<file path="config.mk">
export PLATFORM = sky130hd
export DESIGN_NAME = csc_top
export DESIGN_NICKNAME = d
export VERILOG_FILES = /design/src/logic/csc_top.v /design/src/logic/csc_clk_div.v /design/src/logic/csc_stab_timer.v
export VERILOG_INCLUDE_DIRS = /design/src /design/src/inc
export SDC_FILE = /design/constraint.sdc
export NUM_CORES = 1
export LEC_CHECK = 0
export BUFFER_PORTS_ARGS = -buffer_cell sky130_fd_sc_hd__buf_2
export CAP_MARGIN = 20
export CORE_MARGIN = 5
export CORE_UTILIZATION = 55
export CTS_BUF_LIST = sky130_fd_sc_hd__clkbuf_16
export DETAILED_ROUTE_END_ITERATION = 8
export HOLD_SLACK_MARGIN = 0.08
export PLACE_DENSITY = 0.74
export SETUP_SLACK_MARGIN = 0.1
export SLEW_MARGIN = 20
export SYNTH_ARGS = -nofsm -noshare
export SYNTH_HDL_FRONTEND = slang
export SYNTH_SLANG_ARGS = --single-unit
</file>
<file path="constraint.sdc">
create_clock -name sys_clk_i -period 2.9 [get_ports sys_clk_i]
set_clock_uncertainty 0.2 [all_clocks]
set_input_delay 0.29 -clock sys_clk_i [delete_from_list [all_inputs] [get_ports sys_clk_i]]
set_output_delay 0.29 -clock sys_clk_i [all_outputs]
set_load 0.1 [all_outputs]
</file>
<file path="src/inc/csc_defs.vh">
// constants for the clock and standby control block
`ifndef CSC_DEFS_VH
`define CSC_DEFS_VH
// register indices on the plain port
`define CSC_ADDR_MODE 4'h0
`define CSC_ADDR_MODE2 4'h1
`define CSC_ADDR_T1_LATCH 4'h2
`define CSC_ADDR_T2_LATCH 4'h3
`define CSC_ADDR_T12_MODE 4'h4
`define CSC_ADDR_T12_DIVSEL 4'h5
`define CSC_ADDR_CMD 4'h6
`define CSC_ADDR_STATUS 4'h7
// cpu mode register fields
`define CSC_MODE_SUB_BIT 4
`define CSC_MODE_MAIN_BIT 5
`define CSC_MODE_B3 3
`define CSC_MODE_CLKSEL_LO 6
`define CSC_MODE_CLKSEL_HI 7
`define CSC_MODE2_ONCHIP_BIT 0
// clock select field values (bits 7:6)
`define CSC_CLK_LOWSPEED 2'h0
`define CSC_CLK_DIV2 2'h1
`define CSC_CLK_DIV8 2'h2
`define CSC_CLK_ONCHIP 2'h3
// reset values: flash / low osc-select image and high osc-select image
`define CSC_MODE_RST_LO 8'he0
`define CSC_MODE_RST_HI 8'h88
`define CSC_MODE2_RST 8'h00
// mode bits that survive a forced rewrite (4, 2, 1, 0)
`define CSC_MODE_KEEP_MASK 8'h17
// timer latch values after reset
`define CSC_T1_RST 8'hff
`define CSC_T2_RST 8'h01
// bits of timer 12 mode register kept on stop; all other bits are cleared
`define CSC_T12_STOP_MASK 8'hc0
// command register bits
`define CSC_CMD_STOP_BIT 0
`define CSC_CMD_WAIT_BIT 1
// divide ratios
`define CSC_DIV_ONCHIP 6'h20
`define CSC_DIV_SUB 6'h02
`define CSC_DIV_MAIN8 6'h08
`define CSC_DIV_MAIN4 6'h04
`define CSC_DIV_MAIN2 6'h02
// power states
`define CSC_ST_RUN 2'h0
`define CSC_ST_WAIT 2'h1
`define CSC_ST_STOP 2'h2
`define CSC_ST_SETTLE 2'h3
`endif

</file>
<file path="src/logic/csc_top.v">
// clock generation, oscillator control and stop / wait sequencing
`include "csc_defs.vh"

// Behaviour
// - low-speed mode system clock is sub-clock divided by two.
// - after reset or stop exit, variant picks mode from osc select pin.
// - osc select pin sampled at reset release and at stop instruction.
// - mode bit5 main osc, bit4 sub osc, second mode bit0 on-chip osc.
// - low-speed stops on-chip osc on rom variant; flash needs stop bit.
// - main osc may be stopped in on-chip or low-speed mode.
// - stop halts system clock high and stops main and sub oscillators.
// - stop reloads timer 1 and 2 from latches as wait count.
// - in stop timer 1 cascades into timer 2; divider select untouched.
// - entering stop clears timer 12 mode bits 0 to 5.
// - interrupt in stop restarts oscillator chosen by osc select pin.
// - stop exit forces mode bits 3,5,6,7 and second bit0 by pin.
// - flash stop exit: on-chip on, bit3 zero, bits5-7 one, bit0 zero.
// - system clock withheld after stop wake until timer 2 underflows.
// - wait stops only system clock high; oscillators unchanged.
// - interrupt in wait restarts system clock immediately.
// - on-chip mode system clock is on-chip osc divided by 32.
// - main mode system clock is main input divided by 2, 4 or 8.
module csc_top #(
	parameter FLASH_VARIANT = 0,
	parameter DIV_W = 6
) (
	input wire sys_clk_i,
	input wire srst_i,
	input wire ce_i,
	input wire [3:0] addr_i,
	input wire [7:0] wdata_i,
	input wire wr_i,
	input wire rd_i,
	input wire osc_select_pin_i,
	input wire main_osc_tick_i,
	input wire sub_osc_tick_i,
	input wire onchip_osc_tick_i,
	input wire irq_i,
	output reg [7:0] rdata_o,
	output reg sys_clk_phase_o,
	output reg sys_clk_en_o,
	output reg main_osc_en_o,
	output reg sub_osc_en_o,
	output reg onchip_osc_en_o,
	output reg [1:0] power_state_o
);
	localparam ST_RUN = `CSC_ST_RUN;
	localparam ST_WAIT = `CSC_ST_WAIT;
	localparam ST_STOP = `CSC_ST_STOP;
	localparam ST_SETTLE = `CSC_ST_SETTLE;

	reg [7:0] cpu_mode_reg;
	reg [7:0] cpu_mode_reg_second;
	reg [7:0] t1_latch;
	reg [7:0] t2_latch;
	reg [7:0] t12_mode;
	reg [7:0] t12_divsel;
	reg [1:0] state;
	reg [1:0] next_state;
	reg sel_high;
	reg init_pending;
	reg [DIV_W-1:0] ratio;
	reg src_tick;
	wire div_tick;
	wire div_phase;
	wire [7:0] t1_val;
	wire [7:0] t2_val;
	wire t2_underflow;
	wire stop_instruction;
	wire wait_instruction;
	wire stab_load;

	// register writes to the command register act as cpu instructions
	assign stop_instruction = wr_i && (addr_i == `CSC_ADDR_CMD) &&
		wdata_i[`CSC_CMD_STOP_BIT] && (state == ST_RUN);
	assign wait_instruction = wr_i && (addr_i == `CSC_ADDR_CMD) &&
		wdata_i[`CSC_CMD_WAIT_BIT] && !wdata_i[`CSC_CMD_STOP_BIT] &&
		(state == ST_RUN);
	assign stab_load = stop_instruction;

	// forced mode image chosen by variant and pin level
	function [7:0] forced_mode;
		input high;
		input [7:0] cur;
		begin
			if (FLASH_VARIANT != 0 || !high)
				forced_mode = (cur & `CSC_MODE_KEEP_MASK) | `CSC_MODE_RST_LO;
			else
				forced_mode = (cur & `CSC_MODE_KEEP_MASK) | `CSC_MODE_RST_HI;
		end
	endfunction

	// forced on-chip stop bit: only a high pin on the rom variant stops it,
	// so the main oscillator is the only one restarted in that case
	function onchip_stop;
		input high;
		begin
			onchip_stop = (FLASH_VARIANT == 0) && high;
		end
	endfunction

	// clock select field decoded into the divide ratio and its source
	always @* begin
		case (cpu_mode_reg[`CSC_MODE_CLKSEL_HI:`CSC_MODE_CLKSEL_LO])
			`CSC_CLK_LOWSPEED: begin
				ratio = `CSC_DIV_SUB;
				src_tick = sub_osc_tick_i;
			end
			`CSC_CLK_ONCHIP: begin
				ratio = `CSC_DIV_ONCHIP;
				src_tick = onchip_osc_tick_i;
			end
			`CSC_CLK_DIV8: begin
				ratio = `CSC_DIV_MAIN8;
				src_tick = main_osc_tick_i;
			end
			default: begin
				ratio = cpu_mode_reg[`CSC_MODE_B3] ? `CSC_DIV_MAIN4 : `CSC_DIV_MAIN2;
				src_tick = main_osc_tick_i;
			end
		endcase
	end

	csc_clk_div #(
		.W(DIV_W)
	) u_div (
		.sys_clk_i(sys_clk_i),
		.srst_i(srst_i),
		.ce_i(ce_i),
		.src_tick_i(src_tick),
		.ratio_i(ratio),
		.tick_o(div_tick),
		.phase_o(div_phase)
	);

	// cascade runs on the divided source only while stopped or settling
	csc_stab_timer u_stab (
		.sys_clk_i(sys_clk_i),
		.srst_i(srst_i),
		.ce_i(ce_i),
		.load_i(stab_load),
		.run_i(state == ST_STOP || state == ST_SETTLE),
		.src_tick_i(div_tick),
		.t1_latch_i(t1_latch),
		.t2_latch_i(t2_latch),
		.t1_o(t1_val),
		.t2_o(t2_val),
		.underflow_o(t2_underflow)
	);

	// power state transitions
	always @* begin
		next_state = state;
		case (state)
			ST_RUN: begin
				if (stop_instruction)
					next_state = ST_STOP;
				else if (wait_instruction)
					next_state = ST_WAIT;
			end
			ST_WAIT: begin
				if (irq_i)
					next_state = ST_RUN;
			end
			ST_STOP: begin
				if (irq_i)
					next_state = ST_SETTLE;
			end
			ST_SETTLE: begin
				if (t2_underflow)
					next_state = ST_RUN;
			end
			default: next_state = ST_RUN;
		endcase
	end

	// state, pin capture and all software writable registers
	always @(posedge sys_clk_i) begin
		if (srst_i) begin
			state <= ST_RUN;
			sel_high <= 1'b0;
			init_pending <= 1'b1;
			cpu_mode_reg <= `CSC_MODE_RST_LO;
			cpu_mode_reg_second <= `CSC_MODE2_RST;
			t1_latch <= `CSC_T1_RST;
			t2_latch <= `CSC_T2_RST;
			t12_mode <= 8'h00;
			t12_divsel <= 8'h00;
		end else if (ce_i) begin
			state <= next_state;
			// pin level caught on the first edge after reset release
			if (init_pending) begin
				init_pending <= 1'b0;
				sel_high <= osc_select_pin_i;
				cpu_mode_reg <= forced_mode(osc_select_pin_i, cpu_mode_reg);
				cpu_mode_reg_second <= `CSC_MODE2_RST;
				cpu_mode_reg_second[`CSC_MODE2_ONCHIP_BIT] <= onchip_stop(osc_select_pin_i);
			end else if (stop_instruction) begin
				sel_high <= osc_select_pin_i;
				t12_mode <= t12_mode & `CSC_T12_STOP_MASK;
				// main and sub oscillators are killed while stopped
				cpu_mode_reg[`CSC_MODE_MAIN_BIT] <= 1'b1;
				cpu_mode_reg[`CSC_MODE_SUB_BIT] <= 1'b0;
			end else if (state == ST_STOP && irq_i) begin
				cpu_mode_reg <= forced_mode(sel_high, cpu_mode_reg);
				cpu_mode_reg_second[`CSC_MODE2_ONCHIP_BIT] <= onchip_stop(sel_high);
			end else if (wr_i && state == ST_RUN) begin
				case (addr_i)
					`CSC_ADDR_MODE: cpu_mode_reg <= wdata_i;
					`CSC_ADDR_MODE2: cpu_mode_reg_second <= wdata_i;
					`CSC_ADDR_T1_LATCH: t1_latch <= wdata_i;
					`CSC_ADDR_T2_LATCH: t2_latch <= wdata_i;
					`CSC_ADDR_T12_MODE: t12_mode <= wdata_i;
					`CSC_ADDR_T12_DIVSEL: t12_divsel <= wdata_i;
					default: t12_divsel <= t12_divsel;
				endcase
			end
		end
	end

	// read data one cycle after the strobe; unmapped reads zero
	always @(posedge sys_clk_i) begin
		if (srst_i) begin
			rdata_o <= 8'h00;
		end else if (ce_i) begin
			rdata_o <= 8'h00;
			if (rd_i) begin
				case (addr_i)
					`CSC_ADDR_MODE: rdata_o <= cpu_mode_reg;
					`CSC_ADDR_MODE2: rdata_o <= cpu_mode_reg_second;
					`CSC_ADDR_T1_LATCH: rdata_o <= t1_val;
					`CSC_ADDR_T2_LATCH: rdata_o <= t2_val;
					`CSC_ADDR_T12_MODE: rdata_o <= t12_mode;
					`CSC_ADDR_T12_DIVSEL: rdata_o <= t12_divsel;
					`CSC_ADDR_STATUS: rdata_o <= {5'h00, sel_high, state};
					default: rdata_o <= 8'h00;
				endcase
			end
		end
	end

	// oscillator enables and gated system clock
	always @(posedge sys_clk_i) begin
		if (srst_i) begin
			sys_clk_phase_o <= 1'b1;
			sys_clk_en_o <= 1'b0;
			main_osc_en_o <= 1'b0;
			sub_osc_en_o <= 1'b0;
			onchip_osc_en_o <= 1'b1;
			power_state_o <= ST_RUN;
		end else if (ce_i) begin
			power_state_o <= next_state;
			// clock held high in wait, stop and settle
			sys_clk_en_o <= (next_state == ST_RUN);
			sys_clk_phase_o <= (next_state == ST_RUN) ? div_phase : 1'b1;
			if (next_state == ST_STOP) begin
				main_osc_en_o <= 1'b0;
				sub_osc_en_o <= 1'b0;
				onchip_osc_en_o <= 1'b0;
			end else if (next_state == ST_SETTLE) begin
				// restart only the oscillator the pin selects
				main_osc_en_o <= sel_high && (FLASH_VARIANT == 0);
				sub_osc_en_o <= 1'b0;
				onchip_osc_en_o <= !(sel_high && (FLASH_VARIANT == 0));
			end else begin
				// a set stop bit stops main osc in any non-main mode
				main_osc_en_o <= !cpu_mode_reg[`CSC_MODE_MAIN_BIT] ||
					(cpu_mode_reg[`CSC_MODE_CLKSEL_HI:`CSC_MODE_CLKSEL_LO]
					== `CSC_CLK_DIV8) ||
					(cpu_mode_reg[`CSC_MODE_CLKSEL_HI:`CSC_MODE_CLKSEL_LO]
					== `CSC_CLK_DIV2);
				sub_osc_en_o <= cpu_mode_reg[`CSC_MODE_SUB_BIT];
				if (cpu_mode_reg[`CSC_MODE_CLKSEL_HI:`CSC_MODE_CLKSEL_LO] ==
					`CSC_CLK_LOWSPEED && FLASH_VARIANT == 0)
					onchip_osc_en_o <= 1'b0;
				else
					onchip_osc_en_o <= !cpu_mode_reg_second[`CSC_MODE2_ONCHIP_BIT] ||
						(FLASH_VARIANT != 0 &&
						cpu_mode_reg[`CSC_MODE_CLKSEL_HI:`CSC_MODE_CLKSEL_LO] ==
						`CSC_CLK_ONCHIP);
			end
		end
	end
endmodule

</file>
<file path="src/logic/csc_clk_div.v">
// divider producing a one-cycle tick every ratio source edges
module csc_clk_div #(
	parameter W = 6
) (
	input wire sys_clk_i,
	input wire srst_i,
	input wire ce_i,
	input wire src_tick_i,
	input wire [W-1:0] ratio_i,
	output reg tick_o,
	output reg phase_o
);
	reg [W-1:0] cnt;
	// half the ratio toggles phase so the clock stays near 50 percent
	always @(posedge sys_clk_i) begin
		if (srst_i) begin
			cnt <= {W{1'b0}};
			tick_o <= 1'b0;
			phase_o <= 1'b1;
		end else if (ce_i) begin
			tick_o <= 1'b0;
			if (src_tick_i) begin
				if (cnt >= ratio_i - {{(W-1){1'b0}}, 1'b1}) begin
					cnt <= {W{1'b0}};
					tick_o <= 1'b1;
					phase_o <= 1'b1;
				end else begin
					cnt <= cnt + {{(W-1){1'b0}}, 1'b1};
					if (cnt + {{(W-1){1'b0}}, 1'b1} == (ratio_i >> 1))
						phase_o <= 1'b0;
				end
			end
		end
	end
endmodule

</file>
<file path="src/logic/csc_stab_timer.v">
// timer 1 / timer 2 cascade used as stabilisation countdown in stop
module csc_stab_timer (
	input wire sys_clk_i,
	input wire srst_i,
	input wire ce_i,
	input wire load_i,
	input wire run_i,
	input wire src_tick_i,
	input wire [7:0] t1_latch_i,
	input wire [7:0] t2_latch_i,
	output reg [7:0] t1_o,
	output reg [7:0] t2_o,
	output reg underflow_o
);
	// timer 1 underflow feeds timer 2 directly while running
	always @(posedge sys_clk_i) begin
		if (srst_i) begin
			t1_o <= 8'hff;
			t2_o <= 8'h01;
			underflow_o <= 1'b0;
		end else if (ce_i) begin
			underflow_o <= 1'b0;
			if (load_i) begin
				t1_o <= t1_latch_i;
				t2_o <= t2_latch_i;
			end else if (run_i && src_tick_i) begin
				if (t1_o == 8'h00) begin
					t1_o <= t1_latch_i;
					if (t2_o == 8'h00) begin
						t2_o <= t2_latch_i;
						underflow_o <= 1'b1;
					end else begin
						t2_o <= t2_o - 8'h01;
					end
				end else begin
					t1_o <= t1_o - 8'h01;
				end
			end
		end
	end
endmodule

</file>
# ---- After elaboration in Yosys (flattened, before gate mapping)
# Cells that the tools add are included.
dict set report word_totals {
  reg_bits 90
  wordCells 161
}
dict set report op_classes {
  n_addsub 4
  magnitude_cmp 1
  eq_ne 19
  muxes 56
  bitwise_logic 3
  reduce_logical 52
}
# op n
set op_table {}
lappend op_table {{8-bit 2-to-1 mux} 16}
lappend op_table {{8-bit one-hot mux with 7 select lines} 1}
lappend op_table {{6-bit 2-to-1 mux} 5}
lappend op_table {{6-bit AND reduction} 5}
lappend op_table {{7-bit 2-to-1 mux} 3}
lappend op_table {{1-bit 2-to-1 mux} 19}
lappend op_table {{6-bit one-hot mux with 3 select lines} 1}
lappend op_table {{2-bit nonzero test} 9}
lappend op_table {{4-bit by 3-bit == test with 1-bit output, second input constant} 4}
lappend op_table {{8-bit logical NOT} 2}
lappend op_table {{8-bit by 1-bit subtractor with 8-bit output, second input constant} 2}
lappend op_table {{5-bit AND reduction} 3}
lappend op_table {{2-bit 2-to-1 mux} 7}
lappend op_table {{2-bit == test, second input constant} 6}
lappend op_table {{1-bit logical AND} 9}
lappend op_table {{3-bit AND reduction} 3}
lappend op_table {{3-bit nonzero test} 3}
lappend op_table {{4-bit by 2-bit == test with 1-bit output, second input constant} 2}
lappend op_table {{2-bit one-hot mux with 4 select lines} 1}
lappend op_table {{4-bit AND reduction} 2}
lappend op_table {{4-bit nonzero test} 2}
lappend op_table {{6-bit by 1-bit adder with 6-bit output, second input constant} 1}
lappend op_table {{6-bit by 5-bit == test with 1-bit output} 1}
lappend op_table {{6-bit greater-or-equal comparator} 1}
lappend op_table {{other kinds (13)} 27}

# ---- Logic depth before layout (Yosys ltp)
dict set report depth {
  word_depth 11
  mapped_depth 12
  depth_no_buf 12
}

# ---- Hierarchy
# From an unflattened synthesis, not the netlist that was laid out.
dict set report unflattened {
  cells_unflattened 590
  hier_area_um2 5093.6
}
# mod n_inst cells_each area_each_um2 seq_area_each_um2
set modules_own_cells {}
lappend modules_own_cells {csc_top 1 363 3270.6 1301.2}
lappend modules_own_cells {csc_stab_timer 1 142 1158.6 340.3}
lappend modules_own_cells {csc_clk_div 1 85 664.4 160.2}

# ---- Least setup slack after synthesis
# No wires, ideal clock.
dict set report synth_path {
  path_type {reg2reg}
  start {register power_state_o[0] (netlist name)}
  end {register t1_latch[4]}
  arrival_time_ns 2.333
  required_ns 2.579
  path_slack_ns 0.246
  path_stages_with_launch 9
  cell_sequence {dfxtp_1 -> nor2_1 -> and4_4 -> buf_6 -> or4_1 -> buf_2 -> buf_6 -> nor3_1 -> a21oi_1}
}
# element line
set synth_lines {}
lappend synth_lines {{end signal, assigned} csc_top.v:185} ;# t1_latch <= `CSC_T1_RST;
lappend synth_lines {{end signal, assigned} csc_top.v:211} ;# `CSC_ADDR_T1_LATCH: t1_latch <= wdata_i;
lappend synth_lines {{end, declared} csc_top.v:54} ;# reg [7:0] t1_latch;

# ---- Final worst setup path
dict set report layout_path {
  start {register cpu_mode_reg[7]}
  end {register u_div.cnt[4]}
}
dict set report layout_via {
  elab_chain_len 5
}
# element line
set layout_rtl {}
lappend layout_rtl {{start, declared} csc_top.v:52} ;# reg [7:0] cpu_mode_reg;
lappend layout_rtl {{start signal, assigned} csc_top.v:183} ;# cpu_mode_reg <= `CSC_MODE_RST_LO;
lappend layout_rtl {{start signal, assigned} csc_top.v:195} ;# cpu_mode_reg <= forced_mode(osc_select_pin_i, cpu_mode_reg);
lappend layout_rtl {{start signal, assigned} csc_top.v:205} ;# cpu_mode_reg <= forced_mode(sel_high, cpu_mode_reg);
lappend layout_rtl {{2-bit == test or 2-bit logical NOT (tied branches)} csc_top.v:104} ;# case (cpu_mode_reg[`CSC_MODE_CLKSEL_HI:`CSC_MODE_CLKSEL_LO])
lappend layout_rtl {{6-bit one-hot mux with 3 select lines} csc_top.v:104}
lappend layout_rtl {{6-bit by 1-bit subtractor with 6-bit output} csc_clk_div.v:23} ;# if (cnt >= ratio_i - {{(W-1){1'b0}}, 1'b1}) begin
lappend layout_rtl {{6-bit greater-or-equal comparator} csc_clk_div.v:23}
lappend layout_rtl {{6-bit 2-to-1 mux} csc_clk_div.v:23}
lappend layout_rtl {{end signal, assigned} csc_clk_div.v:17} ;# cnt <= {W{1'b0}};
lappend layout_rtl {{end signal, assigned} csc_clk_div.v:24} ;# cnt <= {W{1'b0}};
lappend layout_rtl {{end signal, assigned} csc_clk_div.v:28} ;# cnt <= cnt + {{(W-1){1'b0}}, 1'b1};
lappend layout_rtl {{end, declared} csc_clk_div.v:13} ;# reg [W-1:0] cnt;
# Parallel ways exist; a longest one is shown, timed or not.
# A chain may end at the register's enable or synchronous reset.

==> summary.txt <==
Run status
  – Status: finished, final reports clean

Detailed routing
  – Average wire per standard cell: 19.2 µm
  – DRC: 0
  – Post-route ant nets: 0
  – Via count: 4,624
  – Initial drt markers: 354
  – Vias per cell: 6.36
  – Drt pass-1 iters: 6
  – Total Wirelength: 13,900 µm

Finish
  – Share of cells above drive strength 1: 15.3%
  – Most common cell after layout, fill and taps aside: dfxtp_1
  – Nets: 654
  – Ant diodes: 0
  – Most frequent cells in the layout: 89 x dfxtp_1, 88 x nor2_1, 38 x mux2i_1, 36 x buf_2, 34 x a21oi_1
  – Fin cells: 727
  – Layout area overhead: 12.8%

STA
  – Sum Neg Setup Slack: 0 ps
  – Fin crit period: 2690 ps
  – Period Utilization, post-route: 92.7%
  – Final setup fails: 0
  – Worst rel slew slack: 49.7%
  – Tightest Pin Transition: 754 ps
  – RSZ-0062 raised after global routing: false
  – FMAX: 0.372 GHz
  – Fin. Hold Viols: 0
  – Setup ws final: 211 ps
  – Fin. max-slew vios: 0

Global routing
  – Largest net degree at the start of global routing: 39
  – First-pass GRT wire length: 22,500 µm
  – Total track usage: 25.2%
  – GR Overflow Total: 0
  – Initial antenna violation count: 0
  – Vias in the first global route: 4,340

Die
  – Rows: 34
  – I/O pin total: 37
  – Full die area: 0.0110 mm²
  – Starting Density: 56.6%
  – Die Y: 105 µm
  – Die width: 105 µm
  – Core ar.: 0.00872 mm²

Clocking
  – H-tree Lvls: 3
  – Worst-Skew Late Latency: 340 ps
  – CTS tree: built
  – Clock sinks: 90
  – Root buffer cell: clkbuf_16
  – Clk buf depth: 2
  – Clock transition at path regs: 70 ps
  – Num CTS Buffers: 9

Yosys
  – Top_reg_cell synth: dfxtp_1
  – Asr flop ratio synth: 0%
  – Post-synth EDFFs: 0
  – Sequential-to-total area share from yosys stat: 36.5%
  – Mapped Cells: 582
  – Syn. warnings: 0
  – Avg Inst Size Synth: 8.48 µm²
  – Register bit count reported by yosys: 90
  – Unique masters post-synth: 70
  – Post-Syn Nets: 622
  – Synthesized area: 0.00493 mm²

Power
  – Pwr Total: 2740 µW
  – Peak VDD IR: 0.345 mV
  – P per Cell Area: 492 mW/mm²
  – P_leak: 0.00222 µW

Placement
  – GPL Wtd Cong: 0.927
  – Dpl cells: 708
  – Post-place setup slack: 43.6 ps
  – Dpl hpwl: 9930 µm
  – PortBufs: 36

Worst setup path
  – Data required, critical path: 2940 ps
  – Startpoint Class: flop
  – WS Path Type: reg2reg
  – Critical Path AT: 2720 ps
  – CP endpoint kind: flop
  – Worst Path Max Fanout: 4

Flow run
  – Max cap viols: 0

Worst hold path
  – Hold Crit Class: in2reg
==> synthesized netlist by cell type, types with 8 or more instances <==
cell | count | area, µm²
ha_1 | 18 | 225
nor3_1 | 21 | 105
nand3_1 | 9 | 45.0
nand2_1 | 23 | 86.3
dfxtp_1 | 90 | 1800
mux2i_1 | 39 | 390
clkbuf_1 | 20 | 75.1
o21ai_0 | 30 | 150
a22oi_1 | 25 | 188
and3_1 | 8 | 50.1
a21oi_1 | 35 | 175
buf_2 | 8 | 40.0
and2_1 | 8 | 50.1
nor2_1 | 88 | 330
o22ai_1 | 10 | 62.6
inv_1 | 22 | 82.6
==> timing repair <==
item,in CTS,in global routing
resized for setup,3,10
setup endpoints to repair,6,6
pin swaps,0,3
hold buffers,1,0
endpoints found under the hold margin,2,0
setup buffers,0,2
==> power breakdown <==
part           total (µW)  internal, µW  switching, µW  leakage [µW]
Combinational         317           106            211       0.00135
Sequential           1270          1250           22.5      0.000728
Clock                1150           606            546      0.000141
Total                2740          1960            779       0.00222
==> worst paths after layout <==
path | from | to | slack (ps) | cells past startpoint
hold / removal | wdata_i[2] | t2_latch[2] | 130 | 3
setup reg to reg | cpu_mode_reg[7] | u_div.cnt[4] | 210 | 11
setup / recovery | cpu_mode_reg[7] | u_div.cnt[4] | 210 | 11
hold reg to reg | u_div.tick_o | u_div.tick_o | 280 | 2
==> per-stage QoR <==
step	cell area [µm²]	hold WS [ps]	utilization [%]
floorplan	4930	232	-
CTS	5510	128	63.2
detailed placement	5200	263	59.7
global placement	5200	256	59.7
global route	5570	142	63.8
finish	5570	130	63.8
==> critical path: stages (launching register included) <==
cell     delay, ps
dfxtp_1        320
inv_2          120
ha_4           180
mux2i_4        250
ha_2           200
ha_1           220
ha_1           270
o21ai_0         80
o21ai_1        210
and2_4         180
o21ai_0         80
a32o_1         260
==> final cells by class <==
| cell class | instances | area (µm²) |
|---|---|---|
| fill | 753 | 3150 |
| multi-input combinational | 434 | 2910 |
| sequential | 90 | 1810 |
| timing repair buffer | 57 | 340 |
| clock buffer | 9 | 225 |
| tap | 108 | 135 |
| inverter | 22 | 82.6 |
| clock inverter | 7 | 65.1 |
==> cell families after synthesis <==
family	Yosys count	synth area share, %
adder cells (fa/ha/maj)	18	4.56
XOR/XNOR	6	1.06
multiplexers	42	8.82
AO/OA/AOI/OAI	162	22.0
AND/OR/NAND/NOR	206	21.6
flip-flops	90	36.5
buffers and inverters	58	5.38
==> per-layer routing <==
layer	part of all wire [%]	global-route usage, %	up-vias
met1	45	35.6	2206
met2	45	38.8	190
met3	7.2	3.70	26
met4	2.6	9.86	0
li1	-	-	2202
met5	0	0	-
No activity file was read; power rests on OpenSTA's default activity.
